`src/rtl/afc_pkg.sv`:
```
// Constants for the ADC front-end control block.
// Assumes an 8-bit special function register bus from the embedded controller.
package afc_pkg;
    localparam logic [7:0] FRONTEND_ADDR = 8'hDC;
    localparam logic [7:0] OFFSET_ADDR = 8'hE6;
    localparam logic [7:0] FRONTEND_RESET = 8'h30;
    localparam logic [7:0] OFFSET_RESET = 8'h00;
    localparam int REFSEL_BIT = 7;
    localparam int BURNOUT_BIT = 6;
    localparam int REFEN_BIT = 5;
    localparam int REFHI_BIT = 4;
    localparam int BUFEN_BIT = 3;
    localparam int GAIN_MSB = 2;
    localparam int SIGN_BIT = 7;
    localparam int MAG_MSB = 6;
    localparam logic [6:0] MAG_FULL = 7'h7F;
    localparam int REF_DIV = 4;
    localparam int MOD_DIV = 64;
    localparam int REF_MAX_KHZ = 250;
    localparam int CLK_MHZ = 20;
endpackage

```
`src/rtl/afc_clk_if.sv`:
```
// Clock-divider settings and ticks shared between the top and the divider.
// Assumes a single system clock domain.
`timescale 1ns/1ps
interface afc_clk_if;
    logic [7:0] divider;
    logic refSelTick;
    logic usecTick;
    logic aclkTick;
    logic modTick;
    logic refTick;
    modport ctrl (output divider, output refSelTick, output usecTick, input aclkTick, input modTick, input refTick);
    modport div (input divider, input refSelTick, input usecTick, output aclkTick, output modTick, output refTick);
endinterface

```
`src/rtl/afc_top.sv`:
```
// ADC front-end control: two special function registers and analog controls.
// Assumes a synchronous SFR bus with one-cycle read and write strobes.
`timescale 1ns/1ps
module afc_top (
    input wire logic clk_sys,
    input wire logic rst,
    input wire logic [7:0] sfrAddr,
    input wire logic [7:0] sfrWdata,
    input wire logic sfrWr,
    input wire logic sfrRd,
    input wire logic [7:0] analogDivider,
    input wire logic microsecondTick,
    output logic [7:0] sfrRdata,
    output logic sfrHit,
    output logic referenceClockSelect,
    output logic burnoutCurrentEnable,
    output logic internalReferenceEnable,
    output logic referenceLevelHigh,
    output logic inputBufferEnable,
    output logic [2:0] gainCode,
    output logic [7:0] gainValue,
    output logic [4:0] sampleMultiplier,
    output logic offsetDacEnable,
    output logic offsetDacNegative,
    output logic [6:0] offsetDacMagnitude,
    output logic modTick,
    output logic refTick
);
    logic [7:0] frontend_q;
    logic [7:0] offset_q;
    logic [7:0] rdata_q;
    logic hit_q;
    logic [7:0] gain_q;
    logic [4:0] mult_q;
    logic [4:0] mult_d;
    logic offsetEn_q;
    logic offsetNeg_q;
    logic [6:0] offsetMag_q;
    logic mod_q;
    logic ref_q;
    logic wrFront;
    logic wrOffset;

    afc_clk_if ck ();

    afc_clk_div u_div (
        .clk_sys(clk_sys),
        .rst(rst),
        .ck(ck)
    );

    assign ck.divider = analogDivider;
    assign ck.refSelTick = frontend_q[afc_pkg::REFSEL_BIT];
    assign ck.usecTick = microsecondTick;

    // Address decode
    always_comb begin
        wrFront = 1'b0;
        wrOffset = 1'b0;
        if (sfrWr && sfrAddr == afc_pkg::FRONTEND_ADDR) begin
            wrFront = 1'b1;
        end else if (sfrWr && sfrAddr == afc_pkg::OFFSET_ADDR) begin
            wrOffset = 1'b1;
        end
    end

    always_ff @(posedge clk_sys or posedge rst) begin
        if (rst) begin
            frontend_q <= afc_pkg::FRONTEND_RESET;
        end else if (wrFront) begin
            frontend_q <= sfrWdata;
        end
    end

    always_ff @(posedge clk_sys or posedge rst) begin
        if (rst) begin
            offset_q <= afc_pkg::OFFSET_RESET;
        end else if (wrOffset) begin
            offset_q <= sfrWdata;
        end
    end

    // Readback; unmapped addresses read zero without a hit
    always_ff @(posedge clk_sys or posedge rst) begin
        if (rst) begin
            rdata_q <= 8'h00;
            hit_q <= 1'b0;
        end else if (sfrRd && sfrAddr == afc_pkg::FRONTEND_ADDR) begin
            rdata_q <= frontend_q;
            hit_q <= 1'b1;
        end else if (sfrRd && sfrAddr == afc_pkg::OFFSET_ADDR) begin
            rdata_q <= offset_q;
            hit_q <= 1'b1;
        end else begin
            rdata_q <= 8'h00;
            hit_q <= 1'b0;
        end
    end

    always_comb begin
        case (frontend_q[afc_pkg::GAIN_MSB:0])
            3'h3: mult_d = 5'h02;
            3'h4: mult_d = 5'h04;
            3'h5: mult_d = 5'h08;
            3'h6, 3'h7: mult_d = 5'h10;
            default: mult_d = 5'h01;
        endcase
    end

    always_ff @(posedge clk_sys or posedge rst) begin
        if (rst) begin
            gain_q <= 8'h01;
            mult_q <= 5'h01;
        end else begin
            gain_q <= 8'h01 << frontend_q[afc_pkg::GAIN_MSB:0];
            mult_q <= mult_d;
        end
    end

    // sign and magnitude to analog; full 7Fh is the half-range limit
    always_ff @(posedge clk_sys or posedge rst) begin
        if (rst) begin
            offsetEn_q <= 1'b0;
            offsetNeg_q <= 1'b0;
            offsetMag_q <= 7'h00;
        end else begin
            offsetEn_q <= offset_q[afc_pkg::MAG_MSB:0] != 7'h00;
            offsetNeg_q <= offset_q[afc_pkg::SIGN_BIT] && (offset_q[afc_pkg::MAG_MSB:0] != 7'h00);
            offsetMag_q <= offset_q[afc_pkg::MAG_MSB:0] & afc_pkg::MAG_FULL;
        end
    end

    // Retime ticks so every output leaves a flip-flop
    always_ff @(posedge clk_sys or posedge rst) begin
        if (rst) begin
            mod_q <= 1'b0;
            ref_q <= 1'b0;
        end else begin
            mod_q <= ck.modTick;
            ref_q <= ck.refTick;
        end
    end

    assign sfrRdata = rdata_q;
    assign sfrHit = hit_q;
    assign referenceClockSelect = frontend_q[afc_pkg::REFSEL_BIT];
    assign burnoutCurrentEnable = frontend_q[afc_pkg::BURNOUT_BIT];
    assign internalReferenceEnable = frontend_q[afc_pkg::REFEN_BIT];
    assign referenceLevelHigh = frontend_q[afc_pkg::REFHI_BIT];
    assign inputBufferEnable = frontend_q[afc_pkg::BUFEN_BIT];
    assign gainCode = frontend_q[afc_pkg::GAIN_MSB:0];
    assign gainValue = gain_q;
    assign sampleMultiplier = mult_q;
    assign offsetDacEnable = offsetEn_q;
    assign offsetDacNegative = offsetNeg_q;
    assign offsetDacMagnitude = offsetMag_q;
    assign modTick = mod_q;
    assign refTick = ref_q;
endmodule

```
`src/rtl/afc_clk_div.sv`:
```
// Analog, modulator and reference clock tick generator.
// Assumes divider and tick inputs are synchronous to clk_sys.
`timescale 1ns/1ps
module afc_clk_div (
    input wire logic clk_sys,
    input wire logic rst,
    afc_clk_if.div ck
);
    logic [7:0] aclkCnt_q;
    logic [5:0] modCnt_q;
    logic [1:0] refCnt_q;
    logic aclk_q;
    logic mod_q;
    logic ref_q;
    logic refSrc;

    always_ff @(posedge clk_sys or posedge rst) begin
        if (rst) begin
            aclkCnt_q <= 8'h00;
            aclk_q <= 1'b0;
        end else if (aclkCnt_q >= ck.divider) begin
            aclkCnt_q <= 8'h00;
            aclk_q <= 1'b1;
        end else begin
            aclkCnt_q <= aclkCnt_q + 8'h01;
            aclk_q <= 1'b0;
        end
    end

    always_ff @(posedge clk_sys or posedge rst) begin
        if (rst) begin
            modCnt_q <= 6'h00;
            mod_q <= 1'b0;
        end else begin
            mod_q <= aclk_q && (modCnt_q == 6'(afc_pkg::MOD_DIV - 1));
            if (aclk_q) begin
                modCnt_q <= modCnt_q + 6'h01;
            end
        end
    end

    assign refSrc = ck.refSelTick ? ck.usecTick : aclk_q;

    always_ff @(posedge clk_sys or posedge rst) begin
        if (rst) begin
            refCnt_q <= 2'h0;
            ref_q <= 1'b0;
        end else begin
            ref_q <= refSrc && (refCnt_q == 2'(afc_pkg::REF_DIV - 1));
            if (refSrc) begin
                refCnt_q <= refCnt_q + 2'h1;
            end
        end
    end

    assign ck.aclkTick = aclk_q;
    assign ck.modTick = mod_q;
    assign ck.refTick = ref_q;
endmodule

```
`config.mk`:
```
export PLATFORM = sky130hd
export DESIGN_NAME = afc_top
export DESIGN_NICKNAME = d
export VERILOG_FILES = /design/src/rtl/afc_pkg.sv /design/src/rtl/afc_clk_if.sv /design/src/rtl/afc_top.sv /design/src/rtl/afc_clk_div.sv
export SDC_FILE = /design/constraint.sdc
export NUM_CORES = 1
export LEC_CHECK = 0
export BUFFER_PORTS_ARGS = -buffer_cell sky130_fd_sc_hd__buf_4
export CORE_AREA = 8 8 79 81
export DETAILED_ROUTE_END_ITERATION = 6
export DIE_AREA = 0 0 87 89
export GPL_TIMING_DRIVEN = 0
export PLACE_DENSITY = 0.84
export SLEW_MARGIN = 20
export SYNTH_ARGS = -nofsm -noshare
export SYNTH_HDL_FRONTEND = slang
export SYNTH_SLANG_ARGS = --single-unit
```
`constraint.sdc`:
```
create_clock -name clk_sys -period 7.3 [get_ports clk_sys]
set_input_delay 2.19 -clock clk_sys [delete_from_list [all_inputs] [get_ports clk_sys]]
set_output_delay 2.19 -clock clk_sys [all_outputs]
set_load 0.05 [all_outputs]
```
==> reports/summary.txt <==
RUN STATUS
--------------------------------------------------------------------------------------
Result of the run ....................................................... finished, final reports clean

SYNTH
--------------------------------------------------------------------------------------
Most common cell in the synthesized netlist .............................      dfrtp_1
Leading cell types by count after synthesis ............................. 63 x dfrtp_1, 16 x mux2_4, 12 x inv_1, 11 x ha_1, 10 x nor2_1
Count of different cell masters after synthesis .........................           36
Cell count after synthesis ..............................................          189
Synthesis-stage register bit count ......................................           67
Post-synthesis adder-cell area fraction .................................       5.067%
Post-synthesis instance area ............................................ 0.002716 mm^2
Biggest area consumer among synthesized cells ...........................      dfrtp_1
Dominant combinational cell family by area after synthesis .............. simple AND/OR/NAND/NOR gates
Synth Area in Simple Gates ..............................................       11.10%
Predominant post-synthesis flop cell ....................................      dfrtp_1
Mux share of post-synthesis cell area ...................................       10.04%
Fraction of synthesized cell area taken by the top area cell type .......       58.04%
Asr flop ratio synth ....................................................       100.0%
Xor and xnor fraction of the mapped netlist area ........................       3.869%
Syn. warnings ...........................................................            0
Count of flip-flops with a built-in enable after synthesis ..............            0
Post-synthesis compound-gate area fraction ..............................       5.666%
Cells taking the most area after synthesis .............................. dfrtp_1 58%, mux2_4 8.8%, ha_1 5.1%
Number of nets in the synthesized netlist ...............................          229
Syn_area_per_cell .......................................................   14.37 um^2
Portion of the post-synthesis area used by sequential elements ..........       61.91%

CLOCK TREE
--------------------------------------------------------------------------------------
Number of clock sinks ...................................................           67
Maximum count of clock buffers along a single path ......................            2
Cts bufs inserted .......................................................            9
Number of setup buffers added after CTS .................................            0
Max H-tree Level ........................................................            3
Clock insertion delay at the later pin of the skew report ...............       340 ps
Clock Pin Slew Worst Setup and Hold Paths ...............................        70 ps
Resized Gates After CTS .................................................            0
Number of buffers inserted by hold repair at cts ........................            0
Buffer type at the clock tree root ......................................     clkbuf_8
TritonCTS clock tree ....................................................         done

GRT
--------------------------------------------------------------------------------------
Congestion Overflow GR ..................................................            0
First-pass GRT wire length ..............................................      8825 um
Number of global-route vias before repair ...............................         1883
Aggregate global-route resource usage ...................................       14.98%
Initial antenna violation count .........................................            0
Maximum number of pins on one net before global-route repair ............           47

DETAILED ROUTING
--------------------------------------------------------------------------------------
Via-per-instance ratio ..................................................        4.910
Residual DRC ............................................................            0
Vias ....................................................................         1694
Wire length per cell ....................................................     15.09 um
Number of iterations in the first detailed-routing pass .................            4
Post-detailed-route count of antenna-violating nets .....................            0
Final wirelength ........................................................      5206 um
Detailed Route Iter0 Violations .........................................           34

WORST HOLD PATH
--------------------------------------------------------------------------------------
Hold Crit Class ......................................................... register to register
Count of cells along the worst hold path ................................            0

TIMING
--------------------------------------------------------------------------------------
Highest Clock Rate ......................................................    305.1 MHz
Worst path setup slack after routing ....................................      4023 ps
Time the worst path needs with I/O delays and setup .....................      3277 ps
Clock Skews .............................................................     6.134 ps
# setup viols final .....................................................            0
Worst slew pin tran .....................................................     412.7 ps
Unrepaired setup endpoints after global routing .........................           no
Summed negative setup slack over all endpoints ..........................         0 ps
Worst slew margin relative to its limit .................................       72.45%
Max-slew violation count ................................................            0
Final worst path period share ...........................................       44.89%
Final Hold Fails ........................................................            0
Worst hold-check slack ..................................................     348.4 ps

FLOORPLAN
--------------------------------------------------------------------------------------
Floorplan die area ...................................................... 0.007743 mm^2
Die height ..............................................................        89 um
Initial core utilization ................................................       54.58%
Die span in x ...........................................................        87 um
Core area ............................................................... 0.004977 mm^2
Cell row count ..........................................................           26
Top-level port count ....................................................           70

CRITICAL PATH
--------------------------------------------------------------------------------------
Path length in cells of the critical path ...............................            1
Cell type group with the largest total delay on the critical path .......   flip-flops
Highest cell delay on the worst timing path .............................       550 ps
WP data arrival .........................................................      1090 ps
Required time of the critical path ......................................      5110 ps
Buffers and inverters on the worst path .................................            1
Setup Crit Path Kind .................................................... register to output port
Depth of the most critical reg-to-reg path ..............................            6
Slowest stage cell, crit path ...........................................      dfstp_2
Crit end category .......................................................  output port
Startpoint class of the critical path ...................................     register
Sequence of cells on the critical path ..................................        buf_4
Maximum fanout along the worst path .....................................            3

FINISH
--------------------------------------------------------------------------------------
Growth of design area from synthesis to finish ..........................       30.26%
Number of nets at the end of the flow ...................................          310
ANT cells ...............................................................            0
Fin cells ...............................................................          345
Fraction of layout instances using a drive strength above 1 .............       42.91%
Final cell utilization of the core ......................................       71.09%

PLACEMENT
--------------------------------------------------------------------------------------
Weighted congestion reported at the end of routability-driven placement .       0.6966
# port buffers ..........................................................           69
Final HPWL from detailed placement ......................................      3934 um
Number of cells after detailed placement ................................          329
Pre-CTS setup slack .....................................................      3780 ps

POWER
--------------------------------------------------------------------------------------
PD cells ................................................................ 269.1 mW/mm^2
Leakage power of the design .............................................     1.934 nW
Maximum resistive drop on vdd ...........................................    0.1313 mV

RUN
--------------------------------------------------------------------------------------
Number of max-cap violations ............................................            0

## routing by layer
layer  part of all wire, %  track usage, %
met1                    41           17.04
met2                    48           23.25
met3                   9.5           8.180
met4                  0.86           5.634
met5                     0               0
## cells in the final DEF (no fill, tap or decap), types with 3 or more instances in the layout
| master | Yosys | layout |
|---|---|---|
| nand2_1 | 5 | 5 |
| nor3b_1 | 4 | 4 |
| dfstp_2 | 4 | 4 |
| ha_1 | 11 | 11 |
| clkinv_2 | 0 | 3 |
| xnor2_1 | 6 | 6 |
| clkbuf_1 | 3 | 4 |
| and3_1 | 4 | 4 |
| nand3_1 | 4 | 4 |
| buf_4 | 1 | 70 |
| nor2_1 | 10 | 10 |
| inv_1 | 12 | 11 |
| dfrtp_1 | 63 | 63 |
| xor2_1 | 6 | 6 |
| and3b_1 | 3 | 3 |
| clkbuf_8 | 0 | 10 |
| mux2_4 | 16 | 16 |
| a22o_1 | 8 | 8 |
## final timing paths
kind                                    startpoint                      end  slack (ps)
min in group asynchronous                      rst             gainValue[7]        1810
max in group asynchronous                      rst            frontend_q[4]        4920
worst min register to register    u_div.ck.modTick                  modTick         350
worst max-delay path                 frontend_q[5]  internalReferenceEnable        4020
worst max register to register  u_div.aclkCnt_q[0]       u_div.aclkCnt_q[2]        5690
worst min-delay path              u_div.ck.modTick                  modTick         350
## power breakdown
part / total, mW / internal, mW / switching [mW] / leakage [nW]
Sequential: 0.458 / 0.418 / 0.0409 / 0.895
Combinational: 0.197 / 0.0941 / 0.103 / 0.940
Clock: 0.297 / 0.165 / 0.132 / 0.0991
Total: 0.952 / 0.677 / 0.275 / 1.93
## cells by family (layout without fill, tap and decap cells)
| group | after synthesis | after routing |
|---|---|---|
| XOR/XNOR | 12 | 12 |
| AND/OR/NAND/NOR | 48 | 48 |
| AO/OA/AOI/OAI | 16 | 16 |
| buffers and inverters | 16 | 102 |
| multiplexers | 19 | 19 |
| flip-flops | 67 | 67 |
| adder cells (fa/ha/maj) | 11 | 11 |
## per-stage QoR
stage                     cell area (um^2)  power (mW)
after floorplan                       2716      0.6038
after global placement                3322      0.6515
after detailed placement              3344      0.6664
after CTS                             3538      0.9651
after global routing                  3538       1.012
final                                 3538      0.9521
## cell type report
class / instances / area [um^2]
sequential: 67 / 1682
buffer: 4 / 18.77
fill: 368 / 1439
tap: 70 / 87.58
clock inverter: 5 / 52.55
timing repair buffer: 70 / 538.0
inverter: 12 / 47.55
multi-input combinational: 106 / 970.9
clock buffer: 11 / 141.4
## state kept, by name (all words and copies together) (netlist names), 2 cells and up
register,count
u_div.refCnt_q,2
offset_q,8
gainValue,7
frontend_q,8
sfrRdata,8
sampleMultiplier,5
u_div.aclkCnt_q,8
offsetDacMagnitude,7
u_div.modCnt_q,6
Power figures use the tool's default switching activity.
